## src/dao_pkg.sv

```systemverilog
// Purpose: Shared constants and types for the dual converter output block.
// Assumes: One system clock; samples arrive as digital words from the analog front end.
// Notes: Register map sits on a plain strobe port.
package dao_pkg;

  localparam int unsigned DAO_RES_W = 12;
  localparam int unsigned DAO_LATENCY = 6;
  localparam int unsigned DAO_CLK_MHZ = 250;
  localparam int unsigned DAO_MIN_RATE_MSPS = 40;
  localparam int unsigned DAO_INT_REF_MV = 2000;
  localparam int unsigned DAO_ADDR_W = 4;

  // ****************************************
  // Register offsets and fields.
  // ****************************************
  localparam logic [3:0] DAO_REG_CTRL = 4'h0;
  localparam logic [3:0] DAO_REG_STAT = 4'h4;
  localparam logic [3:0] DAO_REG_DATA = 4'h8;
  localparam int unsigned DAO_CTRL_OEA_N = 0;
  localparam int unsigned DAO_CTRL_OEB_N = 1;
  localparam int unsigned DAO_CTRL_SLEEP = 2;
  localparam int unsigned DAO_CTRL_FMT = 3;
  localparam int unsigned DAO_CTRL_REF = 4;
  localparam logic [4:0] DAO_CTRL_RST = 5'h03;
  localparam logic [2:0] DAO_FILL_RST = 3'h0;

  typedef struct packed {
    logic [DAO_RES_W-1:0] chan_a;
    logic [DAO_RES_W-1:0] chan_b;
  } dao_pair_t;

endpackage : dao_pkg

```

## src/dao_top.sv

```systemverilog
// Purpose: Dual 12-bit converter digital side: pipeline, format, output enables, controls.
// Assumes: Raw samples come in offset binary on the sampling edge; capture logic reads both buses.
// Notes: Pins are split into value and enable; the bench checks each one separately.
//
// The address-and-strobe port and the address map are this design's own decisions.
module dao_top
  import dao_pkg::*;
#(
  parameter int unsigned RES_W = DAO_RES_W,
  parameter int unsigned LATENCY = DAO_LATENCY
)
(
  // Clock and reset.
  input wire logic clk_sys,
  input wire logic srst,
  // Analog front end samples.
  input wire logic [RES_W-1:0] sample_a,
  input wire logic [RES_W-1:0] sample_b,
  // Static control pins.
  input wire logic chan_a_output_enable_n,
  input wire logic chan_b_output_enable_n,
  input wire logic sleep_request,
  input wire logic result_format_select,
  input wire logic reference_source_select,
  // Register port.
  input wire logic [DAO_ADDR_W-1:0] reg_addr,
  input wire logic [31:0] reg_wdata,
  input wire logic reg_wr,
  input wire logic reg_rd,
  output logic [31:0] reg_rdata,
  // Result buses.
  output logic [RES_W-1:0] chan_a_result_bus,
  output logic [RES_W-1:0] chan_a_result_oe,
  output logic [RES_W-1:0] chan_b_result_bus,
  output logic [RES_W-1:0] chan_b_result_oe,
  // Stream out of the buffer.
  output logic stream_valid,
  input wire logic stream_ready,
  output dao_pair_t stream_data,
  // Status.
  output logic sleep_active,
  output logic ref_external
);

  // ****************************************
  // Pin synchronisers.
  // ****************************************
  logic [4:0] pin_s1_r;
  logic [4:0] pin_s2_r;
  logic [4:0] pin_sync;
  logic [4:0] ctrl_r;
  logic [4:0] eff;

  always_ff @(posedge clk_sys)
  begin
    if (srst)
    begin
      pin_s1_r <= DAO_CTRL_RST;
      pin_s2_r <= DAO_CTRL_RST;
    end
    else
    begin
      pin_s1_r <= {reference_source_select, result_format_select, sleep_request,
                   chan_b_output_enable_n, chan_a_output_enable_n};
      pin_s2_r <= pin_s1_r;
    end
  end

  assign pin_sync = pin_s2_r;
  // Pin level or software control: enables AND (either may float), modes OR.
  assign eff = {pin_sync[4:2] | ctrl_r[4:2], pin_sync[1:0] | ctrl_r[1:0]};

  wire en_a = ~eff[DAO_CTRL_OEA_N];
  wire en_b = ~eff[DAO_CTRL_OEB_N];
  wire sleeping = eff[DAO_CTRL_SLEEP];
  wire fmt_twos = eff[DAO_CTRL_FMT];
  wire ref_ext = eff[DAO_CTRL_REF];

  // ****************************************
  // Sampling pipeline.
  // ****************************************
  logic [RES_W-1:0] pipe_a_r [LATENCY];
  logic [RES_W-1:0] pipe_b_r [LATENCY];

  // Stage 0 catches both channels on the same rising edge; sleep freezes the input.
  always_ff @(posedge clk_sys)
  begin
    if (srst)
    begin
      pipe_a_r[0] <= '0;
      pipe_b_r[0] <= '0;
    end
    else if (!sleeping)
    begin
      pipe_a_r[0] <= sample_a;
      pipe_b_r[0] <= sample_b;
    end
  end

  genvar gi;
  generate
    for (gi = 1; gi < LATENCY; gi++)
    begin : g_pipe
      always_ff @(posedge clk_sys)
      begin
        if (srst)
        begin
          pipe_a_r[gi] <= '0;
          pipe_b_r[gi] <= '0;
        end
        else
        begin
          pipe_a_r[gi] <= pipe_a_r[gi-1];
          pipe_b_r[gi] <= pipe_b_r[gi-1];
        end
      end
    end
  endgenerate

  // Stage LATENCY-1 feeds the output flops, giving seven edges to the bus.
  wire [RES_W-1:0] msb_flip = {1'b1, {(RES_W-1){1'b0}}};
  wire [RES_W-1:0] word_a = fmt_twos ? (pipe_a_r[LATENCY-1] ^ msb_flip) : pipe_a_r[LATENCY-1];
  wire [RES_W-1:0] word_b = fmt_twos ? (pipe_b_r[LATENCY-1] ^ msb_flip) : pipe_b_r[LATENCY-1];

  always_ff @(posedge clk_sys)
  begin
    if (srst)
    begin
      chan_a_result_bus <= '0;
      chan_b_result_bus <= '0;
      chan_a_result_oe <= '0;
      chan_b_result_oe <= '0;
      sleep_active <= 1'b0;
      ref_external <= 1'b0;
    end
    else
    begin
      chan_a_result_bus <= word_a;
      chan_b_result_bus <= word_b;
      chan_a_result_oe <= {RES_W{en_a}};
      chan_b_result_oe <= {RES_W{en_b}};
      sleep_active <= sleeping;
      ref_external <= ref_ext;
    end
  end

  // ****************************************
  // Two-entry buffer toward capture logic.
  // ****************************************
  dao_pair_t buf_r [2];
  logic [1:0] cnt_r;
  logic wptr_r;
  logic rptr_r;
  wire pop = stream_valid && stream_ready;
  // A pop in the same cycle frees the head slot, so a full buffer still accepts a word.
  wire push = !sleeping && ((cnt_r != 2'd2) || pop);
  // When the buffer empties into the slot being written, that word goes straight out.
  wire rd_sel = pop ? ~rptr_r : rptr_r;
  wire bypass = push && (cnt_r == {1'b0, pop});
  dao_pair_t in_word;
  assign in_word = '{chan_a: word_a, chan_b: word_b};
  logic [7:0] drop_cnt_r;
  wire drop = !sleeping && (cnt_r == 2'd2) && !pop;

  always_ff @(posedge clk_sys)
  begin
    if (srst)
    begin
      cnt_r <= '0;
      wptr_r <= 1'b0;
      rptr_r <= 1'b0;
      drop_cnt_r <= '0;
    end
    else
    begin
      if (push)
      begin
        buf_r[wptr_r] <= in_word;
        wptr_r <= ~wptr_r;
      end
      if (pop)
        rptr_r <= ~rptr_r;
      cnt_r <= cnt_r + {1'b0, push} - {1'b0, pop};
      if (drop && drop_cnt_r != 8'hff)
        drop_cnt_r <= drop_cnt_r + 8'h01;
    end
  end

  always_ff @(posedge clk_sys)
  begin
    if (srst)
    begin
      stream_valid <= 1'b0;
      stream_data <= '0;
    end
    else
    begin
      stream_valid <= (cnt_r + {1'b0, push} - {1'b0, pop}) != 2'd0;
      stream_data <= bypass ? in_word : buf_r[rd_sel];
    end
  end

  // ****************************************
  // Register port.
  // ****************************************
  wire hit_ctrl = (reg_addr == DAO_REG_CTRL);
  wire hit_stat = (reg_addr == DAO_REG_STAT);
  wire hit_data = (reg_addr == DAO_REG_DATA);
  wire [31:0] stat_word = {16'h0000, drop_cnt_r, 1'b0, cnt_r, eff};
  wire [31:0] data_word = {8'h00, chan_a_result_bus, chan_b_result_bus};
  wire [31:0] rd_mux = hit_ctrl ? {27'h000_0000, ctrl_r} :
                       hit_stat ? stat_word :
                       hit_data ? data_word : 32'h0000_0000;

  always_ff @(posedge clk_sys)
  begin
    if (srst)
    begin
      ctrl_r <= 5'h00;
      reg_rdata <= '0;
    end
    else
    begin
      if (reg_wr && hit_ctrl)
        ctrl_r <= reg_wdata[4:0];
      reg_rdata <= reg_rd ? rd_mux : 32'h0000_0000;
    end
  end
endmodule : dao_top

```

## config.mk

```make
export PLATFORM = sky130hd
export DESIGN_NAME = dao_top
export DESIGN_NICKNAME = d
export VERILOG_FILES = /design/src/dao_pkg.sv /design/src/dao_top.sv
export SDC_FILE = /design/constraint.sdc
export NUM_CORES = 1
export LEC_CHECK = 0
export ABC_AREA = 1
export BUFFER_PORTS_ARGS = -buffer_cell sky130_fd_sc_hd__buf_2
export CAP_MARGIN = 20
export CORE_ASPECT_RATIO = 0.75
export CORE_MARGIN = 4
export CORE_UTILIZATION = 50
export DETAILED_ROUTE_END_ITERATION = 10
export PLACE_DENSITY_LB_ADDON = 0.3
export SYNTH_ARGS = -nofsm -noshare
export SYNTH_HDL_FRONTEND = slang
export SYNTH_SLANG_ARGS = --single-unit
```

## constraint.sdc

```tcl
create_clock -name clk_sys -period 3.57 [get_ports clk_sys]
set_clock_uncertainty 0.2 [all_clocks]
set_input_delay 0.714 -clock clk_sys [delete_from_list [all_inputs] [get_ports clk_sys]]
set_output_delay 0.714 -clock clk_sys [all_outputs]
set_load 0.03 [all_outputs]
```

==> run summary, run 1 <==
For the worst-skew pair, the clock arrives at the later sink with an insertion delay of 0.52 ns. The worst setup path is launched from a flip-flop. 177 I/O pins were placed. By area the synthesized netlist is led by sky130_fd_sc_hd__dfxtp_1 45%, sky130_fd_sc_hd__edfxtp_1 22%, sky130_fd_sc_hd__nor2_1 9.6%, sky130_fd_sc_hd__inv_1 7.6%, sky130_fd_sc_hd__nand2_1 7.2%. The number of buffers inserted by port buffering is approximately 140. The final setup violation count came out at 0. The number of levels in the clock H-tree came out at 1. The gate count of the mapped netlist is 1,099. The standard cell area after detailed placement is 0.0108 mm2.

The reg-to-reg setup timing slack is 1.55 ns. The capturing point of the worst reg2reg path is stream_valid$_SDFF_PP0_. The number of warnings reported in the yosys synthesis log came out at 0. The total routed wirelength came out at 17,400 um.

The area share of the largest cell type after synthesis came out at around 45%. Routability-driven placement finished with a final weighted congestion of 0.776. Grouping stages by cell kind, the critical path spends the most delay in flip-flops. Walking the worst path, the cells encountered are buf_2. The remaining antenna violation count after routing came out at 0. The net count of the finished layout is 1,294. The total power of the final layout came out at about 7.9 mW. The aggregate negative setup slack came out at 0 ns.

The combined global-route utilization of all metal layers is between 10% and 20%. The combined area of all synthesized cells is 0.0100 mm2. The detailed router's first-iteration violation count is approximately 340.

The first global-routing pass estimated 27,700 um of wire. Setup repair after global routing left no endpoint under its margin. The worst hold path class is in2reg. The floorplan step set the die height to 131 um. The overall via count from detail_route came out at 6,395.

In this run the worst setup path begins at chan_a_result_oe[0]$_SDFF_PP0_. The number of failing hold endpoints at the final stage came out at 0. The worst register-to-register path begins at cnt_r[0]$_SDFF_PP0_. Buffers inserted during clock tree synthesis total 27. The quantity of gates resized following cts came out at 0. The area overhead of the layout relative to synthesis came out at 16.0%. The number of diodes is 0. The reported max-cap violation count came out at 0. The initial standard-cell utilization of the core is 51.4%. Timing analysis after detailed placement gives a worst setup slack of 0.866 ns. The peak ir drop on the vdd network came out at 0.000318 V.

The clock transition at the registers of the reported paths came out at 0.06 ns. The horizontal die dimension is 171 um. The residual DRC count came out at 0. The HPWL reported at the end of detailed placement is 11,500 um.

For the pin with the worst max-slew slack, the measured transition is 0.916 ns. The worst register-to-register path has a depth of 10. Counting both buffers and inverters, the worst setup path holds a total of 1. The largest net degree at the start of global routing came out at 61. Once layout is complete, the utilization of the core stands at 59.6%. Data on the critical path is required at its endpoint by 2.66 ns.

The leakage dissipation is between 5 and 6 nW. The core region is approximately 0.02 mm2. The detailed-router iteration count before antenna repair is 4. After synthesis, the mean cell area works out to about 9 um2.

The floorplan has 44 rows. The post-CTS setup repair buffer count is 0. The overall die area came out at 0.0224 mm2. The path length in cells of the critical path came out at 1.

The final number of max-transition violations came out at 0. The critical path in this run is classified as reg2out. The maximum fanout encountered on the critical timing path is 12. STA classifies the critical path endpoint as an output pin. The number of global-route vias before repair is 5,660. In this run the worst setup path terminates at chan_a_result_oe[4]. The part of the cycle the worst path needs came out at about three fifths. TritonCTS built the clock tree. The number of buffers on the longest clock path came out at 3. The worst hold path passes through 2 cells. The flow ran to the end, and the final reports show no timing, DRC or antenna violations.

The number of hold buffers added after CTS was 0. The critical path data arrival time came out at 1.27 ns. The final standard cell area without fillers came out at 0.0116 mm2. The TritonCTS sink count is ~300. The upper clock frequency limit is 0.458 GHz. The largest stage delay on the critical path is 0.48 ns. sky130_fd_sc_hd__dfxtp_1 takes more of the synthesized area than any other cell. The headroom to the max-slew limit came out at 38.8%. The per-cell routed wire length is 11.6 um. The post-synthesis cell type count came out at 26.

The number of storage elements in the synthesis netlist came out at 296. The fraction of the yosys area taken by sequential cells is 66.4%. The ratio of cells with drive above 1 in the final layout came out at 16.9%.

The worst setup margin is between 1 and 1.5 ns. The cell at the root of the clock tree is sky130_fd_sc_hd__clkbuf_16. The mean number of vias per cell came out at 4.28. The overflow left after global routing is 0. The worst path needs between 2 and 2.5 ns of the cycle, external delays included. The initial antenna violation count is 0. Dividing total power by cell area gives a power density of 682 mW/mm2. For this design, the slowest cell found on the critical path is sky130_fd_sc_hd__dfxtp_1.
sequential cells by signal, indices dropped and copies added, names as in the netlist:
name	flops
reg_rdata	24
cnt_r	2
pin_s1_r	5
stream_valid	1
ctrl_r	5
pin_s2_r	5
drop_cnt_r	8
pipe_b_r	72
chan_a_result_oe	1
rptr_r	1
sleep_active	1
pipe_a_r	72
stream_data	24
wptr_r	1
chan_b_result_bus	12
chan_a_result_bus	12
chan_b_result_oe	1
ref_external	1
buf_r	48
stage by stage:
step	instances	hold WS, ns
finish	1495	0.182
global route	1495	0.166
CTS	1495	0.157
detailed placement	1445	0.192
global placement	1445	0.189
floorplan	1106	0.188
kinds of logic after synthesis:
kind of cell	synth area share (%)
simple gates	18.8
flops	66.4
buf+inv	11.8
compound gates	2.32
xor+xnor	0.350
fa+ha+maj	0.375
other cells	0.0374
layer usage:
metal	wire length [um]	part of all wire, %	track usage [%]
met3	1040	6.0	3.31
met2	7870	45	24.9
met1	8150	47	20.8
met4	322	1.9	3.96
met5	0	0	0
cell usage in the layout (no fill, tap or decap):
cell and count:
sky130_fd_sc_hd__o21ai_0 9, sky130_fd_sc_hd__ha_1 3, sky130_fd_sc_hd__conb_1 8, sky130_fd_sc_hd__nor3_1 1, sky130_fd_sc_hd__xor2_1 4, sky130_fd_sc_hd__clkbuf_16 29, sky130_fd_sc_hd__o211ai_1 5, sky130_fd_sc_hd__nor2_4 2
sky130_fd_sc_hd__buf_4 12, sky130_fd_sc_hd__or2_2 6, sky130_fd_sc_hd__nand3_1 17, sky130_fd_sc_hd__nand2_2 4, sky130_fd_sc_hd__edfxtp_1 72, sky130_fd_sc_hd__inv_6 3, sky130_fd_sc_hd__inv_2 1, sky130_fd_sc_hd__nand2_1 191
sky130_fd_sc_hd__clkbuf_8 4, sky130_fd_sc_hd__nor3_2 1, sky130_fd_sc_hd__nor2_2 3, sky130_fd_sc_hd__buf_2 140, sky130_fd_sc_hd__clkinv_2 3, sky130_fd_sc_hd__a21oi_4 1, sky130_fd_sc_hd__dfxtp_1 224, sky130_fd_sc_hd__inv_1 203
sky130_fd_sc_hd__nand4_1 1, sky130_fd_sc_hd__nor2_1 256, sky130_fd_sc_hd__clkbuf_1 10, sky130_fd_sc_hd__a21oi_1 27, sky130_fd_sc_hd__clkinvlp_4 1, sky130_fd_sc_hd__o22ai_1 1
worst min-delay path by stage:
stage / from / to
floorplan: pin_s1_r[2]$_SDFF_PP0_ / pin_s2_r[2]$_SDFF_PP0_
global placement: pipe_a_r[1][11]$_SDFF_PP0_ / pipe_a_r[2][11]$_SDFF_PP0_
detailed placement: pipe_b_r[3][3]$_SDFF_PP0_ / pipe_b_r[4][3]$_SDFF_PP0_
CTS: chan_a_output_enable_n / pin_s1_r[0]$_SDFF_PP1_
global route: chan_a_output_enable_n / pin_s1_r[0]$_SDFF_PP1_
finish: chan_b_output_enable_n / pin_s1_r[1]$_SDFF_PP1_
power breakdown:
group | switching [mW] | total (mW) | internal (mW)
Combinational | 0.973 | 1.35 | 0.374
Clock | 1.17 | 2.75 | 1.58
Sequential | 0.0874 | 3.82 | 3.74
Total | 2.23 | 7.92 | 5.69
cell type report:
class	count	area, um2
multi-input cells	540	2230
repair buffers	152	791
inverters	204	766
fillers	1729	7870
flip-flops and latches	296	6650
well taps	253	317
clock buffers	43	818
clock inverters	7	48.8
cell usage after synthesis:
cell,count
sky130_fd_sc_hd__nand2_2,4
sky130_fd_sc_hd__a21oi_1,27
sky130_fd_sc_hd__nor2_2,2
sky130_fd_sc_hd__o211ai_1,5
sky130_fd_sc_hd__nand3_1,17
sky130_fd_sc_hd__xor2_1,4
sky130_fd_sc_hd__o21ai_0,9
sky130_fd_sc_hd__ha_1,3
sky130_fd_sc_hd__buf_2,15
sky130_fd_sc_hd__nor3_1,2
sky130_fd_sc_hd__or2_2,6
sky130_fd_sc_hd__a21oi_2,1
sky130_fd_sc_hd__clkbuf_1,13
sky130_fd_sc_hd__inv_2,1
sky130_fd_sc_hd__nand4_1,1
sky130_fd_sc_hd__conb_1,1
sky130_fd_sc_hd__buf_1,2
sky130_fd_sc_hd__nor2_1,257
sky130_fd_sc_hd__nor2_4,2
sky130_fd_sc_hd__buf_4,33
sky130_fd_sc_hd__o22ai_1,1
sky130_fd_sc_hd__inv_1,203
sky130_fd_sc_hd__nand2_1,191
sky130_fd_sc_hd__dfxtp_1,224
sky130_fd_sc_hd__buf_6,3
sky130_fd_sc_hd__edfxtp_1,72
worst reg2reg max path, cell delays in order (launching register included):
cell	delay, ns
sky130_fd_sc_hd__dfxtp_1	0.42
sky130_fd_sc_hd__inv_1	0.08
sky130_fd_sc_hd__nand3_1	0.12
sky130_fd_sc_hd__nand2_1	0.15
sky130_fd_sc_hd__ha_1	0.33
sky130_fd_sc_hd__inv_1	0.06
sky130_fd_sc_hd__ha_1	0.14
sky130_fd_sc_hd__xor2_1	0.19
sky130_fd_sc_hd__nand2_1	0.07
sky130_fd_sc_hd__nand2_1	0.08
sky130_fd_sc_hd__o22ai_1	0.07
Power figures use the tool's default switching activity.
==> run 2, diff against run 1 <==
ABC_AREA = 0   (was 1)
CORE_UTILIZATION = 54   (was 50)
clock period = 2.1 ns   (was 3.57 ns; I/O delays follow)
==> run 2 against run 1 <==
The flow now finishes with violations (negative setup slack). First-iteration DRC count decreased by 5.1%. Setup slack worse by 1.5 ns. Hold slack lost 0.15 ns. Final cell count is 21% lower. Global-route usage grew 1.9 points. Via count shrank 12%. Register-to-register slack worse by 1.7 ns. Power up 74%. Largest cell class unchanged. Largest power group unchanged.
==> run summary, run 2 <==
The number of warnings reported in the yosys synthesis log is 0 (unchanged). The maximum fanout encountered on the critical timing path came out at 2 (-10). The largest net degree at the start of global routing is 62 (+1.6%). The number of buffers inserted by port buffering is 141 (unchanged). The peak ir drop on the vdd network came out at 0.000771 V (+140%).

The detailed-router iteration count before antenna repair is 4 (unchanged). The met2 track utilization from global routing came out at 28.4% (+3.6 points). The buffer and inverter count on the worst path is 1 (unchanged). The clock latency at the later pin of the worst-skew pair came to 0.52 ns (about the same). The power per cell area is 1160 mW/mm2 (+71%). Setup repair after global routing could not meet its margin everywhere.

For this run, the leading register cell type out of synthesis is sky130_fd_sc_hd__dfxtp_1. The overflow left after global routing is 0 (unchanged). The number of failing hold endpoints at the final stage came out at 0 (unchanged).

The commonest cells after synthesis are 224 x sky130_fd_sc_hd__dfxtp_1, 155 x sky130_fd_sc_hd__nor2b_1, 72 x sky130_fd_sc_hd__edfxtp_1. The overall via count from detail_route came to 5,638 (-12%). The cell family contributing the most delay on the critical path is simple AND/OR/NAND/NOR gates. The number of enable-type register cells in the synthesized netlist came to 72 (unchanged). The cell repeated most along the worst path is sky130_fd_sc_hd__ha_4.

The initial standard-cell utilization of the core came out at 56.1% (+4.7 points). The post-synthesis cell type count came out at 49 (+88%). TritonCTS built the clock tree. The flow ran to the end, but the final reports show violations. The per-cell routed wire length came to 14.8 um (+27%).

The gate count of the mapped netlist came to 759 (-31%). The largest individual stage delay along the critical path comes from the cell sky130_fd_sc_hd__a211o_4. The critical path goes through and2b_2, a211o_4, ha_4, inv_2, ha_4, xor2_2, and2_4, nor3_2, or2_4.

The number of storage elements in the synthesis netlist came out at 296 (unchanged). The worst setup path is captured at a flip-flop. The count of filler cells inserted in the layout came out at 1,284 (-26%). The type of element launching the critical path is a flip-flop. The met1 routing resource usage after global routing came to 23.0% (+2.2 points). The horizontal die dimension came to 162 um (-5.5%). The detailed router's first-iteration violation count was 319 (-5.1%). The area share of the largest cell type after synthesis came out at 46.7% (+1.9 points).

The core box area was 0.0171 mm2 (-12%). The ratio of cells with drive above 1 in the final layout came out at 25.7% (+8.8 points). The TritonCTS sink count is 296 (unchanged). The critical path in this run is classified as reg2reg. The checks that failed: negative setup slack. The total power of the final layout came to 13.8 mW (+74%). Leaving out fill and tap cells, the most frequent cells in the layout are 222 x sky130_fd_sc_hd__dfxtp_1, 155 x sky130_fd_sc_hd__nor2b_1, 140 x sky130_fd_sc_hd__buf_2. Among all cell types in the netlist, the one instantiated most often is sky130_fd_sc_hd__dfxtp_1. The utilization after layout was 69.2% (+9.6 points). The mean number of vias per cell is 4.77 (+12%). The remaining antenna violation count after routing is 0 (unchanged). The area of the multi-input gates is 0.00266 mm2 (+19%). The leading cell type in the layout, fill and taps excluded is sky130_fd_sc_hd__dfxtp_1. The combined global-route utilization of all metal layers is 17.1% (+1.9 points). The number of CTS-inserted buffers came out at 26 (-3.7%). The fraction of the yosys area taken by sequential cells is 69.2% (+2.8 points).

The total routed wirelength came out at 17,500 um (+0.60%). The number of buffers on the longest clock path came to 3 (unchanged). The final setup violation count is 2 (+2). The number of diodes came out at 0 (unchanged). The reported max-cap violation count is 0 (unchanged). The HPWL reported at the end of detailed placement came out at 10,700 um (-7.4%). The met3 track demand over resource was 3.63% (+0.32 points). The overall die area is 0.0200 mm2 (-11%).

By area the synthesized netlist is led by sky130_fd_sc_hd__dfxtp_1 47%, sky130_fd_sc_hd__edfxtp_1 23%, sky130_fd_sc_hd__nor2b_1 10%, sky130_fd_sc_hd__mux2i_1 2.7%, sky130_fd_sc_hd__buf_4 2.3%. The cell at the root of the clock tree is sky130_fd_sc_hd__clkbuf_16. The number of I/O pins came to 177 (unchanged).

The row count came out at 41 (-6.8%). The worst setup margin is -0.144 ns (-1.53 ns). The residual DRC count was 0 (unchanged). The area overhead of the layout relative to synthesis is 23.5%. After layout, the minimum clock period comes to 2.24 ns. The share of async-settable or async-resettable flops after synthesis came out at 0% (unchanged).

Of all cell types, the one taking the most synthesized area is sky130_fd_sc_hd__dfxtp_1. The final weighted congestion in routability-driven placement came out at 0.787 (+1.5%). The post-route worst hold slack came out at 0.0361 ns (-0.145 ns). The min-delay analysis places its worst path in the category in2reg.

The leakage dissipation is 5.10 nW (-3.1%). The number of levels in the clock H-tree is 1 (unchanged). The clock transition at the registers of the reported paths is 0.06 ns (about the same). The critical path data arrival time came out at 2.45 ns (+1.18 ns). The data required time of the critical path came out at 2.31 ns (-0.35 ns). The upper clock frequency limit is 0.446 GHz.

The vertical die dimension is 124 um (-5.4%). The number of global-route vias before repair is 5,377 (-5.0%). The largest stage delay on the critical path came out at 0.34 ns (-0.14 ns). The first-pass GRT wire length is 27,400 um (-1.1%). The area of all sequential standard cells is 0.00665 mm2 (about the same). The global routing's busiest layer is met2. The part of the cycle the worst path needs is 107%. The final number of max-transition violations is 0 (unchanged). The count of nets after finishing is 999 (-23%). The aggregate negative setup slack is -0.152 ns (-0.152 ns).

The post-synthesis area per instance came out at 12.7 um2 (+39%). The largest registers in the layout are pipe_a_r x72, pipe_b_r x72, buf_r x48. The combined area of all synthesized cells came to 0.00961 mm2 (-4.1%). The initial antenna violation count is 0 (unchanged).
[run 2: cell count changes in the layout (fill, tap and decap cells not counted), moves of 25 or more]
cell	delta
sky130_fd_sc_hd__and2_1	+25
sky130_fd_sc_hd__dlygate4sd3_1	+35
sky130_fd_sc_hd__inv_1	-201
sky130_fd_sc_hd__mux2i_1	+26
sky130_fd_sc_hd__nand2_1	-185
sky130_fd_sc_hd__nor2_1	-209
sky130_fd_sc_hd__nor2b_1	+155
[run 2: cells by family (layout without fill, tap and decap cells)]
family                     count (synthesis)  after routing  share of synthesized area [%]
adders and majority gates                  3              3                          0.391
xor gates and xnor gates                   5              5                          0.651
other                                      1              8                         0.0390
AOI/OAI and AO/OA                         66             66                           4.82
DFF                                      296            296                           69.2
and+or+nand+nor                          288            288                           17.6
muxes                                     27             27                           2.83
buffers and inverters                     73            253                           4.47
[run 2: per-stage QoR]
stage	setup slack [ns]	instances	area, um2
global route	-0.206	1182	11900
finish	-0.144	1182	11900
CTS	-0.156	1182	11900
floorplan	-0.167	766	9690
global placement	-0.186	1099	10600
detailed placement	-0.229	1099	10600
[run 2: final cells by class]
cell class                 count  area share (%)
multi-input combinational    397            22.4
clock buffer                  35            6.56
inverter                       4           0.148
clock inverter                13           0.707
tap                          236            2.49
sequential                   296            56.1
timing repair buffer         201            11.6
[run 2: worst register-to-register path, stage by stage, from the launching register on]
cell and delay (ns):
sky130_fd_sc_hd__dfxtp_2 0.32, sky130_fd_sc_hd__and2b_2 0.22, sky130_fd_sc_hd__a211o_4 0.34, sky130_fd_sc_hd__ha_4 0.26, sky130_fd_sc_hd__inv_2 0.03, sky130_fd_sc_hd__ha_4 0.15
sky130_fd_sc_hd__xor2_2 0.17, sky130_fd_sc_hd__and2_4 0.16, sky130_fd_sc_hd__nor3_2 0.04, sky130_fd_sc_hd__or2_4 0.23
[run 2: per-layer routing]
metal	share of wire [%]	vias to the layer above
met2	48	135
met3	5.4	35
met4	2.1	0
met1	45	2636
met5	0	-
li1	-	2832
[run 2: timing repair]
action,CTS,global route
gates resized for setup,4,1
pin swaps,6,4
setup buffers,0,0
hold buffers,35,0
setup endpoints to repair,2,2
endpoints found under the hold margin,34,0
[run 2: path summary, 6_finish.rpt]
| path | slack, ns | startpoint | cells after the start | to |
|---|---|---|---|---|
| setup / recovery | -0.14 | cnt_r[0]$_SDFF_PP0_ | 9 | stream_valid$_SDFF_PP0_ |
| hold / removal | 0.04 | reg_wr | 3 | ctrl_r[2]$_SDFFE_PP0P_ |
| setup reg to reg | -0.14 | cnt_r[0]$_SDFF_PP0_ | 9 | stream_valid$_SDFF_PP0_ |
| hold reg to reg | 0.21 | pin_s1_r[0]$_SDFF_PP1_ | 1 | pin_s2_r[0]$_SDFF_PP1_ |
[run 2: report_power, final]
part | switching [mW] | internal (mW)
registers | 0.192 | 6.36
logic | 1.56 | 1.03
clock network | 2.03 | 2.63
total | 3.78 | 10.0
==> run 3, diff against run 2 <==
CORE_UTILIZATION = 40   (was 54)
==> run 3 against run 2 <==
The run still ends with negative setup slack left. Cell area grew 1.6%. Flip-flop and latch count did not move. Non-clock buffer count rose by 3. Clock power rose by 10%. Register-to-register slack improved by 0.03 ns. Die area increased by 33%. Utilization is 17 points lower. Hold slack worse by 0.0057 ns. Routed wire length decreased by 2.5%. Final cell count rose by 6.0%. First-iteration DRC count fell by 20%. Combinational power up 5%.
==> run summary, run 3 (same netlist as run 2, synthesis figures left out) <==
The core box area came out at 0.0233 mm2 (+36%). The upper clock frequency limit is 0.452 GHz (+1.4%). The setup path with the least slack is of type reg2reg. The share of total power in the clock network is 35.6% (+1.9 points).

The buffer and inverter count on the worst path came out at 1 (unchanged). The clock latency at the later pin of the worst-skew pair came to 0.52 ns (about the same). The row count is 48 (+17%). The residual DRC count came out at 0 (unchanged). The number of global-route vias before repair is 5,035 (-6.4%). The flow ran to the end, but the final reports show violations. The detailed-router iteration count before antenna repair came to 6 (+2). The data required time of the critical path came to 2.31 ns (about the same). The initial standard-cell utilization of the core came out at 41.2% (-15 points).

The switching portion of total power came out at 26.4% (-0.99 points). The clock transition at the registers of the reported paths is 0.06 ns (about the same). Measured against its own limit, the worst slew margin works out to between 60 and 70%. The post-route worst hold slack came out at 0.0304 ns (-0.00574 ns).

The slew at the pin closest to its max-slew limit is between 0.5 and 0.6 ns. The capturing point of the worst reg2reg path is stream_valid$_SDFF_PP0_. Leaving out fill and tap cells, the most frequent cell in the layout is sky130_fd_sc_hd__dfxtp_1.

In this design, the largest share of critical-path delay is due to simple AND/OR/NAND/NOR gates. The number of failing hold endpoints at the final stage is 0 (unchanged). The number of I/O pins is 177 (unchanged). The startpoint identified for the worst register-to-register timing path is cnt_r[0]$_SDFF_PP0_. The per-cell routed wire length is 13.6 um (-8.0%). The part of the cycle the worst path needs came to 105% (-1.5 points). The leakage dissipation is 5.16 nW (+1.2%).

The post-layout minimum cycle time was 2.21 ns (-0.0319 ns). The overall die area came out at 0.0266 mm2 (+33%). The library cells used most frequently in the layout, excluding fill and tap cells, are 222 x sky130_fd_sc_hd__dfxtp_1, 155 x sky130_fd_sc_hd__nor2b_1, 140 x sky130_fd_sc_hd__buf_2. The count of nets after finishing came out at 1,004 (+0.50%). The vertical die dimension was 142 um (+15%).

The final setup violation count came out at 1 (-1). TritonCTS built the clock tree. The overflow left after global routing is 0 (unchanged). The startpoint of the most critical hold path is sample_b[8]. The horizontal die dimension is 187 um (+15%). Traced cell by cell, the critical path runs through and2b_2, a211o_4, ha_4, inv_2, ha_4, xor2_2, and2_4, nor3_2, or2_4. The number of diodes is 0 (unchanged).

The maximum fanout encountered on the critical timing path is 2 (unchanged). The largest net degree at the start of global routing is 89 (+44%). The number of buffers inserted by port buffering is 141 (unchanged). The initial antenna violation count came to 0 (unchanged). The area overhead of the layout relative to synthesis is 25.5%.

The cell total after placement came out at 1,166 (+6.1%). The final standard cell count with taps included and fillers excluded came out at 1,253 (+6.0%). The final number of max-transition violations was 0 (unchanged). The critical path data arrival time came out at 2.42 ns (-0.03 ns). The power per cell area is 1190 mW/mm2 (+2.5%). The HPWL reported at the end of detailed placement is 11,000 um (+3.1%). The mean number of vias per cell came out at 4.37 (-8.3%). The overall via count from detail_route came out at 5,478 (-2.8%). The largest stage delay on the critical path is 0.34 ns (about the same). The detailed router's first-iteration violation count came out at 255 (-20%). The instance count along the most critical hold path is 2 (-1). The power share of the combinational group is 18.9% (about the same). The combined global-route utilization of all metal layers was 12.1% (-4.9 points). The reported max-cap violation count came out at 0 (unchanged).

The capture endpoint of the worst hold path is pipe_b_r[0][8]$_SDFFCE_PN0P_. The slowest stage of the critical path is the sky130_fd_sc_hd__a211o_4 cell. The largest registers in the layout are pipe_a_r x72, pipe_b_r x72, buf_r x48.

Setup repair after global routing could not meet its margin everywhere. The number of buffers on the longest clock path came to 3 (unchanged). The TritonCTS sink count is 296 (unchanged). The total routed wirelength came to 17,000 um (-2.5%). The number of CTS-inserted buffers came out at 28 (+7.7%). The most numerous cell type found on the critical path is sky130_fd_sc_hd__ha_4. The min-delay analysis places its worst path in the category in2reg. The ratio of cells with drive above 1 in the final layout was 26.0% (+0.34 points).

The reg-to-reg setup timing slack was -0.11 ns (+0.03 ns). STA classifies the critical path endpoint as a flip-flop. The pre-CTS worst setup slack was -0.193 ns (+0.0365 ns).

The peak ir drop on the vdd network came out at 0.000613 V (-20%). The first-pass GRT wire length is 26,700 um (-2.3%). The number of levels in the clock H-tree is 1 (unchanged).

The final weighted congestion in routability-driven placement is 0.848 (+7.7%). The worst setup margin is -0.113 ns (+0.0319 ns). The remaining antenna violation count after routing is 0 (unchanged). The share of total power in sequential cells came out at 45.5% (-2.0 points). The internal power consumption is 10.6 mW (+5.6%). The cell at the root of the clock tree is sky130_fd_sc_hd__clkbuf_16. The net switching component of the power is 3.80 mW (+0.38%).

The total power of the final layout is 14.4 mW (+4.1%). STA classifies the critical path startpoint as a flip-flop. The count of filler cells inserted in the layout came out at 2,057 (+60%). The number of cells traversed by the worst register-to-register path is 9 (unchanged).

The checks that failed: negative setup slack.
==> run 3: worst max path at each step <==
stage               slack [ns]                start                      end  cells after the start
floorplan                -0.17  cnt_r[0]$_SDFF_PP0_  stream_valid$_SDFF_PP0_                      9
global placement         -0.20         stream_ready  stream_valid$_SDFF_PP0_                     10
detailed placement       -0.19         stream_ready  stream_valid$_SDFF_PP0_                     10
CTS                      -0.10  cnt_r[0]$_SDFF_PP0_  stream_valid$_SDFF_PP0_                      9
global route             -0.20  cnt_r[0]$_SDFF_PP0_  stream_valid$_SDFF_PP0_                      9
finish                   -0.11  cnt_r[0]$_SDFF_PP0_  stream_valid$_SDFF_PP0_                      9
==> run 3: power groups by stage <==
stage                     registers, mW  clock network, mW  logic (mW)
final                              6.54               5.12        2.72
after global routing               6.58               5.50        2.94
after CTS                          6.54               5.28        2.69
after detailed placement           6.67                  0        2.64
after global placement             6.66                  0        2.61
after floorplan                    7.07                  0        1.34
==> run 3: area by class of cell <==
cell class,instances,area (um2),share of cell area [%]
sequential,296,6650,55.2
multi-input combinational,397,2660,22.1
timing repair buffer,204,1370,11.4
clock buffer,39,856,7.10
tap,300,375,3.11
clock inverter,13,121,1.01
inverter,4,17.5,0.145
==> run 3: routing by layer <==
layer / GRT usage, % / share of wire (%) / vias up
met2: 17.9 / 41 / 177
met1: 18.0 / 51 / 2427
li1: - / - / 2846
met4: 3.27 / 2.4 / 0
met5: 0 / 0 / -
met3: 2.92 / 5.7 / 28
==> run 3: worst register-to-register path, stage by stage, from the launching register on <==
cell and delay (ns):
sky130_fd_sc_hd__dfxtp_2 0.32, sky130_fd_sc_hd__and2b_2 0.22, sky130_fd_sc_hd__a211o_4 0.34, sky130_fd_sc_hd__ha_4 0.27, sky130_fd_sc_hd__inv_2 0.04, sky130_fd_sc_hd__ha_4 0.16
sky130_fd_sc_hd__xor2_2 0.14, sky130_fd_sc_hd__and2_4 0.16, sky130_fd_sc_hd__nor3_2 0.04, sky130_fd_sc_hd__or2_4 0.22
==> run 3: stage by stage <==
step / utilization [%] / TNS [ns] / cell area (um2)
finish: 51.7 / -0.113 / 12100
CTS: 51.6 / -0.100 / 12000
global route: 51.7 / -0.197 / 12100
detailed placement: 45.9 / -0.252 / 10700
floorplan: - / -5.43 / 9690
global placement: 45.9 / -0.247 / 10700
==> run 3: timing repair <==
action	in CTS	in global routing
pin swaps	1	0
endpoints found under the setup margin	1	2
resized for setup	0	5
buffers inserted	0	0
endpoints found under the hold margin	34	0
hold buffers	35	0
